==> config.mk <==
export PLATFORM = sky130hd
export DESIGN_NAME = dma_block_transfer
export DESIGN_NICKNAME = d
export VERILOG_FILES = /design/src/hw/dma_pkg.sv /design/src/hw/dma_block_transfer.sv /design/src/hw/dma_priority_pick.sv
export VERILOG_INCLUDE_DIRS = /design/src /design/src/hw
export SDC_FILE = /design/constraint.sdc
export NUM_CORES = 1
export LEC_CHECK = 0
export BUFFER_PORTS_ARGS = -buffer_cell sky130_fd_sc_hd__buf_2
export CAP_MARGIN = 0
export CORE_MARGIN = 2
export CORE_UTILIZATION = 55
export DETAILED_ROUTE_END_ITERATION = 10
export GPL_ROUTABILITY_DRIVEN = 0
export PLACE_DENSITY_LB_ADDON = 0.25
export SETUP_SLACK_MARGIN = 0.5
export SKIP_CTS_REPAIR_TIMING = 1
export SLEW_MARGIN = 0
export SYNTH_ARGS = -nofsm -noshare
export SYNTH_HDL_FRONTEND = slang
export SYNTH_HIERARCHICAL = 1
export SYNTH_SLANG_ARGS = --single-unit
==> constraint.sdc <==
create_clock -name i_clk_sys -period 10.3 [get_ports i_clk_sys]
set_input_delay 3.09 -clock i_clk_sys [delete_from_list [all_inputs] [get_ports i_clk_sys]]
set_output_delay 3.09 -clock i_clk_sys [all_outputs]
set_load 0.1 [all_outputs]
==> src/hw/dma_consts.svh <==
// constants for the two-channel block-transfer dma engine
`ifndef DMA_CONSTS_SVH
`define DMA_CONSTS_SVH

// =====================================================================
// structure
`define CH_COUNT        2
`define SRC_COUNT       6

// =====================================================================
// register map: i_addr[7:6] must be zero, i_addr[5] picks the channel
`define CH_SEL_BIT      5
`define OFF_SRC_PTR     5'h00
`define OFF_DST_PTR     5'h04
`define OFF_SIZE        5'h08
`define OFF_BLOCKS      5'h0C
`define OFF_CTRL        5'h10
`define OFF_STATUS      5'h14

// =====================================================================
// channel control field positions
`define CTL_TE          0
`define CTL_MTE         1
`define CTL_FULL_ADDR   2
`define CTL_BLOCK_MODE  3
`define CTL_END_IRQ_EN  4
`define CTL_ACT_SEL     5
`define CTL_WORD        6
`define CTL_SRC_EN      7
`define CTL_SRC_DEC     8
`define CTL_DST_EN      9
`define CTL_DST_DEC     10
`define CTL_AREA_SRC    11
`define CTL_SEL_LSB     12
`define CTL_SEL_MSB     14
`define CTL_BURST       15
`define STS_END         0
`define STS_BUSY        1

// =====================================================================
// request source codes and fixed addresses
`define SEL_EXTERNAL    3'h6
`define SEL_AUTO        3'h7
`define SEL_FIRST_FLAG  3'h3
`define INTERNAL_BASE   24'hFF_0000
`define ADC_RESULT_ADDR 24'hFF_FF90
`define TX_DATA_ADDR    24'hFF_FF7B
`define RX_DATA_ADDR    24'hFF_FF7D

// =====================================================================
// reset values and steps
`define CTRL_RESET      16'h0000
`define PTR_RESET       24'h00_0000
`define SIZE_RESET      8'h00
`define BLOCKS_RESET    16'h0000
`define STEP_BYTE       24'h00_0001
`define STEP_WORD       24'h00_0002

`endif

==> src/hw/dma_pkg.sv <==
// types shared by the dma engine files
package dma_pkg;
  // transfer sequencer states
  typedef enum logic [2:0] {st_idle, st_req, st_read, st_write, st_step} state_t;
endpackage

==> src/hw/dma_block_transfer.sv <==
// two-channel full-address dma engine with block transfer and activation logic
`timescale 1ns/1ps
`include "dma_consts.svh"
module dma_block_transfer (
  input  wire logic        i_clk_sys,
  input  wire logic        i_reset,
  input  wire logic [7:0]  i_addr,
  input  wire logic [31:0] i_wdata,
  input  wire logic        i_wr,
  input  wire logic        i_rd,
  output logic      [31:0] o_rdata,
  input  wire logic [5:0]  i_irq_source,
  input  wire logic        i_external_request_n,
  output logic      [5:0]  o_irq_clear,
  output logic      [5:0]  o_cpu_irq,
  output logic      [1:0]  o_end_irq,
  output logic             o_bus_req,
  input  wire logic        i_bus_grant,
  output logic      [23:0] o_bus_addr,
  output logic             o_bus_rd,
  output logic             o_bus_wr,
  output logic             o_bus_word,
  output logic      [15:0] o_bus_wdata,
  input  wire logic [15:0] i_bus_rdata,
  input  wire logic        i_bus_ack,
  output logic             o_ext_addr_drive
);
  // =====================================================================
  // per-channel storage, indexed by channel
  logic [15:0] ctrl       [`CH_COUNT];  // control word
  logic [23:0] src_ptr    [`CH_COUNT];  // source pointer
  logic [23:0] dst_ptr    [`CH_COUNT];  // destination pointer
  logic [23:0] blk_start  [`CH_COUNT];  // block-area pointer at block start
  logic [7:0]  size_hold  [`CH_COUNT];  // block size hold
  logic [7:0]  size_cnt   [`CH_COUNT];  // block size counter
  logic [15:0] blocks     [`CH_COUNT];  // block / transfer counter
  logic [2:0]  sel        [`CH_COUNT];  // request source code
  logic [`CH_COUNT-1:0] end_flag;       // sticky transfer end
  logic [`CH_COUNT-1:0] pending;        // held internal request
  logic [`CH_COUNT-1:0] skip;           // flag already cleared by a peer
  logic [`CH_COUNT-1:0] en;             // channel may transfer
  logic [`CH_COUNT-1:0] blk;            // block mode selected
  logic [`CH_COUNT-1:0] ready;          // channel asks for service
  logic [`CH_COUNT-1:0] unit_c;         // unit finished on this channel
  logic [`CH_COUNT-1:0] last_unit;      // size counter on its last unit
  logic [`CH_COUNT-1:0] last_block;     // block counter on its last count
  logic [`CH_COUNT-1:0] end_c;          // whole transfer ends now
  logic [`CH_COUNT-1:0] start_c;        // channel activated now

  // =====================================================================
  // sequencer and bus state
  dma_pkg::state_t state;               // transfer sequencer
  logic        act;                     // channel owning the sequencer
  logic        act_skip;                // active activation must not clear
  logic        cont;                    // keep bus for another unit
  logic        pick_any;                // some channel is ready
  logic        pick_idx;                // highest-priority ready channel
  logic        start;                   // activation this cycle
  logic        unit_done;               // write acknowledged
  logic        ext_meta;                // external request, first stage
  logic        ext_sync;                // external request, synchronised
  logic [5:0]  irq_prev;                // sources one cycle ago
  logic [5:0]  claim;                   // sources owned by a channel
  logic [5:0]  next_clear;              // flag clears for next cycle
  logic [31:0] next_rdata;              // register read mux
  logic [23:0] presc_addr;              // register that clears active flag

  // =====================================================================
  // channel picker
  dma_priority_pick u_pick (
    .i_req (ready),
    .o_any (pick_any),
    .o_idx (pick_idx)
  );

  assign start     = (state == dma_pkg::st_idle) && pick_any;
  assign unit_done = (state == dma_pkg::st_write) && i_bus_ack;

  // =====================================================================
  // external request synchroniser; only the second stage is read
  always_ff @(posedge i_clk_sys)
  begin
    if (i_reset)
    begin
      ext_meta <= 1'b1;
      ext_sync <= 1'b1;
    end
    else
    begin
      ext_meta <= i_external_request_n;
      ext_sync <= ext_meta;
    end
  end

  // source history for edge detection
  always_ff @(posedge i_clk_sys)
  begin
    if (i_reset)
      irq_prev <= 6'h00;
    else
      irq_prev <= i_irq_source;
  end

  // =====================================================================
  // channel logic
  for (genvar c = 0; c < `CH_COUNT; c++)
  begin : g_ch
    logic        wr_c;                  // software write to this channel
    logic        rise;                  // selected source went high
    logic        area_src;              // source pointer is the block area
    logic [23:0] step;                  // pointer step for this data size
    logic [4:0]  off;                   // register offset
    assign off        = i_addr[4:0];
    assign wr_c       = i_wr && (i_addr[7:6] == 2'b00) && (i_addr[`CH_SEL_BIT] == 1'(c));
    assign sel[c]     = ctrl[c][`CTL_SEL_MSB:`CTL_SEL_LSB];
    assign en[c]      = ctrl[c][`CTL_TE] && ctrl[c][`CTL_MTE] && ctrl[c][`CTL_FULL_ADDR];
    assign blk[c]     = ctrl[c][`CTL_FULL_ADDR] && ctrl[c][`CTL_BLOCK_MODE];
    assign area_src   = ctrl[c][`CTL_AREA_SRC];
    assign step       = ctrl[c][`CTL_WORD] ? `STEP_WORD : `STEP_BYTE;
    assign rise       = (sel[c] < `SEL_EXTERNAL) && i_irq_source[sel[c]] && !irq_prev[sel[c]];
    // zero counts wrap on the first decrement, which yields the full range
    assign last_unit[c]  = (size_cnt[c] == 8'h01);
    assign last_block[c] = (blocks[c] == 16'h0001);
    assign unit_c[c]  = unit_done && (act == 1'(c));
    assign start_c[c] = start && (pick_idx == 1'(c));
    assign end_c[c]   = unit_c[c] && last_block[c] && (!blk[c] || last_unit[c]);
    // block mode takes only internal sources, normal mode only pin or auto
    assign ready[c]   = en[c] && (blk[c] ? ((sel[c] < `SEL_EXTERNAL) && pending[c])
                        : (((sel[c] == `SEL_EXTERNAL) && !ext_sync)
                        || (sel[c] == `SEL_AUTO)));

    // control word; a software write at the end of transfer lands with TE cleared
    always_ff @(posedge i_clk_sys)
    begin
      if (i_reset)
        ctrl[c] <= `CTRL_RESET;
      else if (end_c[c])
        ctrl[c] <= wr_c && (off == `OFF_CTRL) ? (i_wdata[15:0] & ~16'h0001)
                   : (ctrl[c] & ~16'h0001);
      else if (wr_c && (off == `OFF_CTRL))
        ctrl[c] <= i_wdata[15:0];
    end

    // pointers: step per unit, block area restored on reload
    always_ff @(posedge i_clk_sys)
    begin
      if (i_reset)
      begin
        src_ptr[c]   <= `PTR_RESET;
        dst_ptr[c]   <= `PTR_RESET;
        blk_start[c] <= `PTR_RESET;
      end
      else
      begin
        if (start_c[c])
          blk_start[c] <= area_src ? src_ptr[c] : dst_ptr[c];
        if (wr_c && (off == `OFF_SRC_PTR))
          src_ptr[c] <= i_wdata[23:0];
        else if (unit_c[c] && blk[c] && last_unit[c] && area_src)
          src_ptr[c] <= blk_start[c];
        else if (unit_c[c] && ctrl[c][`CTL_SRC_EN])
          src_ptr[c] <= ctrl[c][`CTL_SRC_DEC] ? src_ptr[c] - step : src_ptr[c] + step;
        if (wr_c && (off == `OFF_DST_PTR))
          dst_ptr[c] <= i_wdata[23:0];
        else if (unit_c[c] && blk[c] && last_unit[c] && !area_src)
          dst_ptr[c] <= blk_start[c];
        else if (unit_c[c] && ctrl[c][`CTL_DST_EN])
          dst_ptr[c] <= ctrl[c][`CTL_DST_DEC] ? dst_ptr[c] - step : dst_ptr[c] + step;
      end
    end

    // counters: size counter per unit in block mode, block counter per block, or per unit in normal mode
    always_ff @(posedge i_clk_sys)
    begin
      if (i_reset)
      begin
        size_hold[c] <= `SIZE_RESET;
        size_cnt[c]  <= `SIZE_RESET;
        blocks[c]    <= `BLOCKS_RESET;
      end
      else
      begin
        if (wr_c && (off == `OFF_SIZE))
        begin
          size_hold[c] <= i_wdata[15:8];
          size_cnt[c]  <= i_wdata[7:0];
        end
        else if (unit_c[c] && blk[c])
          size_cnt[c] <= last_unit[c] ? size_hold[c] : size_cnt[c] - 8'h01;
        if (wr_c && (off == `OFF_BLOCKS))
          blocks[c] <= i_wdata[15:0];
        else if (unit_c[c] && (!blk[c] || last_unit[c]))
          blocks[c] <= blocks[c] - 16'h0001;
      end
    end

    // event flags; a hardware set beats the clear in the same cycle
    always_ff @(posedge i_clk_sys)
    begin
      if (i_reset)
      begin
        end_flag[c] <= 1'b0;
        pending[c]  <= 1'b0;
        skip[c]     <= 1'b0;
      end
      else
      begin
        if (end_c[c])
          end_flag[c] <= 1'b1;
        else if (wr_c && (off == `OFF_STATUS) && i_wdata[`STS_END])
          end_flag[c] <= 1'b0;
        // a disabled channel never latches its source
        if (rise && en[c] && blk[c])
          pending[c] <= 1'b1;
        else if (start_c[c])
          pending[c] <= 1'b0;
        // a peer that took the same source first already cleared it
        if (start && !start_c[c] && pending[c] && (sel[pick_idx] == sel[c]))
          skip[c] <= 1'b1;
        else if (start_c[c])
          skip[c] <= 1'b0;
      end
    end
  end

  // =====================================================================
  // end interrupt per channel
  always_ff @(posedge i_clk_sys)
  begin
    if (i_reset)
      o_end_irq <= 2'b00;
    else
      o_end_irq <= end_flag & {ctrl[1][`CTL_END_IRQ_EN], ctrl[0][`CTL_END_IRQ_EN]};
  end

  // =====================================================================
  // sources owned by an enabled block-mode channel with activation select set
  always_comb
  begin
    claim = 6'h00;
    for (int k = 0; k < `CH_COUNT; k++)
    begin
      if (en[k] && blk[k] && ctrl[k][`CTL_ACT_SEL] && (sel[k] < `SEL_EXTERNAL))
        claim[sel[k]] = 1'b1;
    end
  end

  // sources reach the processor unless a channel owns them
  always_ff @(posedge i_clk_sys)
  begin
    if (i_reset)
      o_cpu_irq <= 6'h00;
    else
      o_cpu_irq <= i_irq_source & ~claim;
  end

  // =====================================================================
  // source flag clears; timer sources clear at activation, the others
  // only when their data register is touched by the transfer
  always_comb
  begin
    case (sel[act])
      3'h0:    presc_addr = `ADC_RESULT_ADDR;
      3'h1:    presc_addr = `TX_DATA_ADDR;
      3'h2:    presc_addr = `RX_DATA_ADDR;
      default: presc_addr = `PTR_RESET;
    endcase
    next_clear = 6'h00;
    // activation select low: the flag is left for the processor
    if (start && ctrl[pick_idx][`CTL_ACT_SEL] && !skip[pick_idx]
        && (sel[pick_idx] >= `SEL_FIRST_FLAG) && (sel[pick_idx] < `SEL_EXTERNAL))
      next_clear[sel[pick_idx]] = 1'b1;
    if ((o_bus_rd || o_bus_wr) && i_bus_ack && ctrl[act][`CTL_ACT_SEL] && !act_skip
        && (sel[act] < `SEL_FIRST_FLAG) && (o_bus_addr == presc_addr))
      next_clear[sel[act]] = 1'b1;
  end

  always_ff @(posedge i_clk_sys)
  begin
    if (i_reset)
      o_irq_clear <= 6'h00;
    else
      o_irq_clear <= next_clear;
  end

  // =====================================================================
  // transfer sequencer: read then write while holding the bus
  always_ff @(posedge i_clk_sys)
  begin
    if (i_reset)
    begin
      state            <= dma_pkg::st_idle;
      act              <= 1'b0;
      act_skip         <= 1'b0;
      cont             <= 1'b0;
      o_bus_req        <= 1'b0;
      o_bus_addr       <= `PTR_RESET;
      o_bus_rd         <= 1'b0;
      o_bus_wr         <= 1'b0;
      o_bus_word       <= 1'b0;
      o_bus_wdata      <= 16'h0000;
      o_ext_addr_drive <= 1'b0;
    end
    else
    begin
      case (state)
        dma_pkg::st_idle:
        begin
          if (start)
          begin
            act       <= pick_idx;
            act_skip  <= skip[pick_idx];
            o_bus_req <= 1'b1;
            state     <= dma_pkg::st_req;
          end
        end
        dma_pkg::st_req:
        begin
          if (i_bus_grant)
          begin
            o_bus_addr       <= src_ptr[act];
            o_bus_rd         <= 1'b1;
            o_bus_word       <= ctrl[act][`CTL_WORD];
            o_ext_addr_drive <= (src_ptr[act] < `INTERNAL_BASE);
            state            <= dma_pkg::st_read;
          end
        end
        dma_pkg::st_read:
        begin
          // the bus controller stretches the access for the area timing
          if (i_bus_ack)
          begin
            o_bus_wdata      <= i_bus_rdata;
            o_bus_rd         <= 1'b0;
            o_bus_wr         <= 1'b1;
            o_bus_addr       <= dst_ptr[act];
            o_ext_addr_drive <= (dst_ptr[act] < `INTERNAL_BASE);
            state            <= dma_pkg::st_write;
          end
        end
        dma_pkg::st_write:
        begin
          if (i_bus_ack)
          begin
            o_bus_wr         <= 1'b0;
            o_ext_addr_drive <= 1'b0;
            // a block never breaks; only auto burst holds across units
            cont  <= blk[act] ? !last_unit[act]
                     : (ctrl[act][`CTL_BURST] && (sel[act] == `SEL_AUTO)
                     && !last_block[act]);
            state <= dma_pkg::st_step;
          end
        end
        dma_pkg::st_step:
        begin
          if (cont)
          begin
            o_bus_addr       <= src_ptr[act];
            o_bus_rd         <= 1'b1;
            o_ext_addr_drive <= (src_ptr[act] < `INTERNAL_BASE);
            state            <= dma_pkg::st_read;
          end
          else
          begin
            o_bus_req <= 1'b0;
            state     <= dma_pkg::st_idle;
          end
        end
        default:
          state <= dma_pkg::st_idle;
      endcase
    end
  end

  // =====================================================================
  // register read port, data valid in the cycle after the strobe only
  always_comb
  begin
    next_rdata = 32'h0000_0000;
    if (i_rd && (i_addr[7:6] == 2'b00))
    begin
      case (i_addr[4:0])
        `OFF_SRC_PTR: next_rdata = {8'h00, src_ptr[i_addr[`CH_SEL_BIT]]};
        `OFF_DST_PTR: next_rdata = {8'h00, dst_ptr[i_addr[`CH_SEL_BIT]]};
        `OFF_SIZE:    next_rdata = {16'h0000, size_hold[i_addr[`CH_SEL_BIT]],
                                    size_cnt[i_addr[`CH_SEL_BIT]]};
        `OFF_BLOCKS:  next_rdata = {16'h0000, blocks[i_addr[`CH_SEL_BIT]]};
        `OFF_CTRL:    next_rdata = {16'h0000, ctrl[i_addr[`CH_SEL_BIT]]};
        `OFF_STATUS:  next_rdata = {30'h0000_0000,
                                    (state != dma_pkg::st_idle) && (act == i_addr[`CH_SEL_BIT]),
                                    end_flag[i_addr[`CH_SEL_BIT]]};
        default:      next_rdata = 32'h0000_0000;
      endcase
    end
  end

  always_ff @(posedge i_clk_sys)
  begin
    if (i_reset)
      o_rdata <= 32'h0000_0000;
    else
      o_rdata <= next_rdata;
  end

  // =====================================================================
  // checks
  property p_size_reload;
    @(posedge i_clk_sys) disable iff (i_reset)
    unit_c[0] && blk[0] && last_unit[0] && !(i_wr && i_addr == 8'h08)
    |=> size_cnt[0] == $past(size_hold[0]);
  endproperty
  a_size_reload: assert property (p_size_reload) else $error("size counter not reloaded");

  property p_area_restore;
    @(posedge i_clk_sys) disable iff (i_reset)
    unit_c[0] && blk[0] && last_unit[0] && !ctrl[0][`CTL_AREA_SRC] && !i_wr
    |=> dst_ptr[0] == $past(blk_start[0]);
  endproperty
  a_area_restore: assert property (p_area_restore) else $error("block pointer not restored");

  property p_end_stop;
    @(posedge i_clk_sys) disable iff (i_reset)
    end_c[0] |=> !ctrl[0][`CTL_TE] && end_flag[0] ##1 state == dma_pkg::st_idle;
  endproperty
  a_end_stop: assert property (p_end_stop) else $error("transfer did not stop at end");

  property p_read_write;
    @(posedge i_clk_sys) disable iff (i_reset)
    state == dma_pkg::st_read && i_bus_ack |=> o_bus_wr && o_bus_req && !o_bus_rd;
  endproperty
  a_read_write: assert property (p_read_write) else $error("write did not follow read");

  property p_no_ext_addr;
    @(posedge i_clk_sys) disable iff (i_reset)
    (o_bus_rd || o_bus_wr) && (o_bus_addr >= `INTERNAL_BASE) |-> !o_ext_addr_drive;
  endproperty
  a_no_ext_addr: assert property (p_no_ext_addr) else $error("external address on internal access");

  property p_priority;
    @(posedge i_clk_sys) disable iff (i_reset)
    start && ready[0] |=> act == 1'b0 && state == dma_pkg::st_req;
  endproperty
  a_priority: assert property (p_priority) else $error("channel one won over channel zero");

  property p_src_step;
    @(posedge i_clk_sys) disable iff (i_reset)
    unit_c[1] && ctrl[1][`CTL_SRC_EN] && ctrl[1][`CTL_SRC_DEC] && ctrl[1][`CTL_WORD]
    && ctrl[1][`CTL_AREA_SRC] == 1'b0 && !i_wr
    |=> src_ptr[1] == $past(src_ptr[1]) - 24'h00_0002;
  endproperty
  a_src_step: assert property (p_src_step) else $error("source pointer step wrong");

  property p_gate;
    @(posedge i_clk_sys) disable iff (i_reset)
    $rose(pending[0]) |-> $past(en[0]) && $past(blk[0]);
  endproperty
  a_gate: assert property (p_gate) else $error("disabled channel latched a request");
endmodule

==> src/hw/dma_priority_pick.sv <==
// fixed-priority channel picker: lowest channel index wins
`timescale 1ns/1ps
`include "dma_consts.svh"
module dma_priority_pick (
  input  wire logic [`CH_COUNT-1:0] i_req,
  output logic                      o_any,
  output logic                      o_idx
);
  // =====================================================================
  // priority search, scanned from the lowest priority upward
  always_comb
  begin
    o_any = |i_req;
    o_idx = 1'b0;
    for (int k = `CH_COUNT - 1; k >= 0; k--)
    begin
      if (i_req[k])
      begin
        o_idx = 1'(k);
      end
    end
  end
endmodule

# Yosys cells after proc, flatten, opt, wreduce, memory -nomap -nowiden
# Memory sizes are Yosys's and may differ from the RTL's. A register that Yosys moved wholly into a read port is not among the register bits.
# Cells that the tools add are included.
[totals]
regBits = 111
ramBits = 240
in_bits = 69
out_inout_bits = 91
elab_cells = 486
memories = 7
[mem_list]
columns = ["name", "depth", "width", "rd", "rd_clocked_by_memory_dff", "write_ports", "line_no", "rtl"]
rows = [
  ["blk_start", 2, 24, 2, 0, 2, "dma_block_transfer.sv:33", "logic [23:0] blk_start [`CH_COUNT];"],
  ["dst_ptr", 2, 24, 4, 1, 2, "dma_block_transfer.sv:32", "logic [23:0] dst_ptr [`CH_COUNT];"],
  ["src_ptr", 2, 24, 4, 1, 2, "dma_block_transfer.sv:31", "logic [23:0] src_ptr [`CH_COUNT];"],
  ["blocks", 2, 16, 3, 0, 2, "dma_block_transfer.sv:36", "logic [15:0] blocks [`CH_COUNT];"],
  ["ctrl", 2, 16, 5, 1, 2, "dma_block_transfer.sv:30", "logic [15:0] ctrl [`CH_COUNT];"],
  ["size_cnt", 2, 8, 3, 0, 2, "dma_block_transfer.sv:35", "logic [7:0] size_cnt [`CH_COUNT];"],
  ["+1 memories", "-", "-", "-", "-", "-", "-", ""],
]
[op_classes]
add_sub_neg = 12
order_cmp = 20
eq_ne = 30
mux = 220
bitwise = 39
n_reduce_logical = 134
[op_table]
columns = ["operator", "n"]
rows = [
  ["24-bit 2-to-1 mux", 23],
  ["16-bit 2-to-1 mux", 10],
  ["1-bit 2-to-1 mux", 146],
  ["24-bit one-hot mux with 3 select lines", 2],
  ["24-bit one-hot mux with 6 select lines", 1],
  ["24-bit by 2-bit adder with 24-bit output", 4],
  ["24-bit by 2-bit subtractor with 24-bit output", 4],
  ["1-bit logical AND", 90],
  ["8-bit 2-to-1 mux", 8],
  ["24-bit < comparator (second input constant)", 2],
  ["16-bit by 1-bit == test with 1-bit output (second input constant)", 2],
  ["16-bit by 1-bit subtractor with 16-bit output (second input constant)", 2],
  ["3-bit 2-to-1 mux", 10],
  ["1-bit bitwise OR", 28],
  ["24-bit == test", 1],
  ["6-bit 2-to-1 mux", 4],
  ["3-bit == test (second input constant)", 6],
  ["8-bit by 1-bit == test with 1-bit output (second input constant)", 2],
  ["3-bit by 4-bit < comparator with 1-bit output (second input constant)", 4],
  ["2-bit nonzero test", 8],
  ["8-bit by 1-bit subtractor with 8-bit output (second input constant)", 2],
  ["3-bit one-hot mux with 5 select lines", 1],
  ["1-bit logical NOT", 13],
  ["1-bit binary-select mux with 3-bit select", 4],
  ["36 further kinds", 78],
]

# Longest topological paths before layout
# An unclocked memory read counts as a cell.
[depth]
ltp_word = 19
mapped_depth = 16
mapped_depth_nobuf = 13

# By module
# Netlist, hierarchy kept.
[modules_own_cells]
columns = ["mod", "n_inst", "cells_each", "area_each_um2", "seq_area_each_um2"]
rows = [
  ["dma_block_transfer", 1, 2349, 22643.0, 9288.9],
  ["dma_priority_pick", 1, 2, 12.5, 0.0],
]

# Worst setup path before layout
# OpenSTA, ideal clock, no wires.
[synth_path]
path_kind = "in2reg"
start = "in i_bus_ack"
end = "mem src_ptr[0][0] (enable)"
setup_ps = 438
t_arrival_ps = 5092
required_time_ps = 9862
slack_ps = 4770
cell_stages = 2
path_buffers = 0
path_cell_list = "nand4_1 > o21ai_0"
[synth_lines]
columns = ["element", "line_no", "rtl"]
rows = [
  ["from (decl)", "dma_block_transfer.sv:25", "input wire logic i_bus_ack,"],
  ["to (decl)", "dma_block_transfer.sv:31", ""],
]

==> run_results.csv <==
group,metric,value,unit
critical_path,endpoint_kind,"register",
critical_path,crit_family,"simple AND/OR/NAND/NOR gates",
logic_synthesis,synth_top_area_cell,"edfxtp_1",
run,cap_violations,0,
power_and_ir_drop,vdd_drop_max,0.0001259,V
final_layout,final-seq-area,9290,µm²
final_layout,fin_cells,2991,
power_and_ir_drop,p_sw_share,27.20,%
final_layout,layout_common_cells,"242 x nor2_1, 240 x edfxtp_1, 204 x nand2_1",
timing,tns,0,ns
final_layout,syn_to_final_growth,10.65,%
logic_synthesis,synth_flop_cell,"edfxtp_1",
timing,relSlewSlack,14.52,%
global_route,antenna_found_initial,4,
place,place_inst,2919,
place,port-buffer-count,143,
clocking,cts_buffers,39,
logic_synthesis,synth_top_cells_by_area,"edfxtp_1 32%, dfxtp_1 9.2%, ha_1 5.5%",
critical_path,cp_data_required_time,10.61,ns
critical_path,crit_path_cell_trace,"buf_2 -> buf_4 -> nand3_1 -> nor2_2 -> nor2_1 -> nand4_1 -> nor3_1 -> a221oi_1 -> nor2_1",
logic_synthesis,synthCells,2351,
clocking,cts_tree,"built",
timing,finClkSkew,0.03162,ns
critical_path,crit_slowest_cell,"nand4_1",
logic_synthesis,ys_async_sr_fraction,0,%
route,vias,20066,
final_layout,drive_gt1_share,13.71,%
logic_synthesis,synth_edf_count,240,
critical_path,cp_common_cell,"nor2_1",
logic_synthesis,synth.yosys.warnings,6,
logic_synthesis,ys_seq_elements,344,
timing,worst_slew_pin_slew,1.269,ns
power_and_ir_drop,seq_power_share,45.7,%
power_and_ir_drop,powerDensity,137.3,nW/µm²
floorplan,die_w,207.0,µm
floorplan,die-area,42830,µm²
clocking,clockBufferDepth,3,
logic_synthesis,synthDistinctLibCells,96,
route,antenna_left,0,
route,drcViolationCount,0,
timing,slew_viol_final,0,
floorplan,start_util,55.61,%
global_route,overflow,0,
power_and_ir_drop,power_switching,936.3,µW
route,met2_length,33040,µm
floorplan,io_pins,160,
power_and_ir_drop,leakagePower,9.606,nW
route,wl_met3,7672,µm
power_and_ir_drop,combPwrFrac,11.8,%
global_route,grt_max_degree,67,
place,hpwl,51540,µm
run_status,status,"completed",
critical_path,cp-start-kind,"input port",
route,highest_layer,"met5",
final_layout,nFillCells,3438,
timing,fmax,170.8,MHz
critical_path,crit_fanout,58,
final_layout,multi_input_area,12580,µm²
critical_path,cpPeakStageDelay,0.78,ns
logic_synthesis,syn-cell-area,22660,µm²
critical_path,crit_type,"input port to register",
clocking,cts_root_buffer,"clkbuf_16",
power_and_ir_drop,clockPowerShare,42.5,%
route,drt-pass1-iter-count,6,
final_layout,layout_commonest_cell,"nor2_1",
timing,rsz0062_at_grt,"no",
critical_path,cp.arrival,6.16,ns
route,viasPerCell,6.709,
logic_synthesis,synth_seq_area_share,41.00,%
global_route,grt_pass1_vias,18932,
logic_synthesis,syn_area_per_cell,9.637,µm²
route,m1WireLength,27660,µm
logic_synthesis,yosys.area.top_type_share,31.81,%
clocking,cts.sink_count,344,
global_route,grt_pass1_wl,110700,µm
worst_hold_path,worst_hold_path_type,"register to register",
final_layout,layout.nets,2601,
clocking,htreeDepth,2,
power_and_ir_drop,power.total,3.443,mW
timing,finalSetupViolCount,0,
timing,period_share,56.85,%
critical_path,crit_buf_inv,2,
clocking,clock_latency,0.61,ns
timing,finalCriticalPeriod,5.855,ns
route,totalWireLength,73210,µm
final_layout,utilization,61.54,%
clocking,clkSlewWorstSetupHoldPaths,0.07,ns
route,wl_per_cell,24.48,µm
global_route,grtUsageTotal,34.06,%
floorplan,rows,74,
timing,final-hold-violation-count,0,
floorplan,die_y,207.0,µm
power_and_ir_drop,p_int,2.506,mW
route,drt_iter0_drc,2449,
floorplan,core,40740,µm²
## Yosys cell counts (9+ instances only)
master / number
a211oi_1: 14
a21o_1: 23
a21oi_1: 174
a221oi_1: 26
a22oi_1: 92
a31oi_1: 17
and2_1: 53
and3_1: 26
buf_1: 12
buf_2: 14
buf_4: 9
clkbuf_1: 111
dfxtp_1: 104
edfxtp_1: 240
ha_1: 100
inv_1: 62
mux2_2: 20
mux2i_1: 101
mux4_2: 48
nand2_1: 204
nand2b_1: 28
nand3_1: 40
nand4_1: 21
nor2_1: 243
nor2b_1: 33
nor3_1: 51
nor4_1: 22
o21a_1: 15
o21ai_0: 51
o21ai_1: 80
o22ai_1: 33
or3_1: 10
xnor2_1: 61
xor2_1: 51
## registers in the layout (all words and copies together), names as in the netlist, 24 cells and up, named ones only
name,flops
blocks,32
o_rdata,24
dst_ptr,48
src_ptr,48
o_bus_addr,24
ctrl,32
blk_start,48
## stage by stage
step	hold WS, ns	area, µm²	setup slack [ns]
after floorplan	0.3895	22680	4.770
after global routing	0.4279	25070	4.136
after global placement	0.3997	23740	3.963
after detailed placement	0.4029	23740	3.910
after CTS	0.4170	25070	4.481
final	0.4148	25070	4.445
## per-layer routing
layer	vias to the layer above	track usage [%]
met5	-	0
met4	4	19.48
met3	281	7.535
met2	1194	53.04
met1	9627	43.94
li1	8960	-
## path summary, 6_finish.rpt
kind / cells past startpoint / from / slack [ns] / endpoint
setup / recovery: 9 / i_addr[5] / 4.44 / dst_ptr[1][9]
hold reg to reg: 1 / ext_meta / 0.41 / ext_sync
setup reg to reg: 12 / ctrl[0][10] / 6.24 / dst_ptr[0][21]
hold / removal: 1 / ext_meta / 0.41 / ext_sync
## power by group through the flow
stage	clock network, mW	logic (mW)	registers [mW]
2_1_floorplan	0	0.286	1.58
3_5_place_dp	0	0.395	1.60
4_1_cts	1.47	0.399	1.57
6_report	1.46	0.408	1.57
3_3_place_gp	0	0.386	1.60
5_1_grt	1.51	0.438	1.58
## area by class of cell
cell class | count | share of cell area (%)
diodes | 1 | 0.009982
clock buffers | 59 | 4.806
clock inverters | 12 | 0.4891
inverters | 64 | 0.9583
multi-input cells | 1804 | 50.20
flip-flops and latches | 344 | 37.06
well taps | 532 | 2.655
repair buffers | 175 | 3.823
## kinds of logic after synthesis
kind of cell             count (synthesis)  share of synthesized area [%]
XOR/XNOR                               112                          4.330
AO/OA/AOI/OAI                          619                          17.66
AND/OR/NAND/NOR                        791                          17.13
buffers and inverters                  210                          3.706
adder cells (fa/ha/maj)                104                          5.876
multiplexers                           170                          10.28
flip-flops                             344                          41.00
other                                    1                        0.01655
No activity file was read; power rests on OpenSTA's default activity.
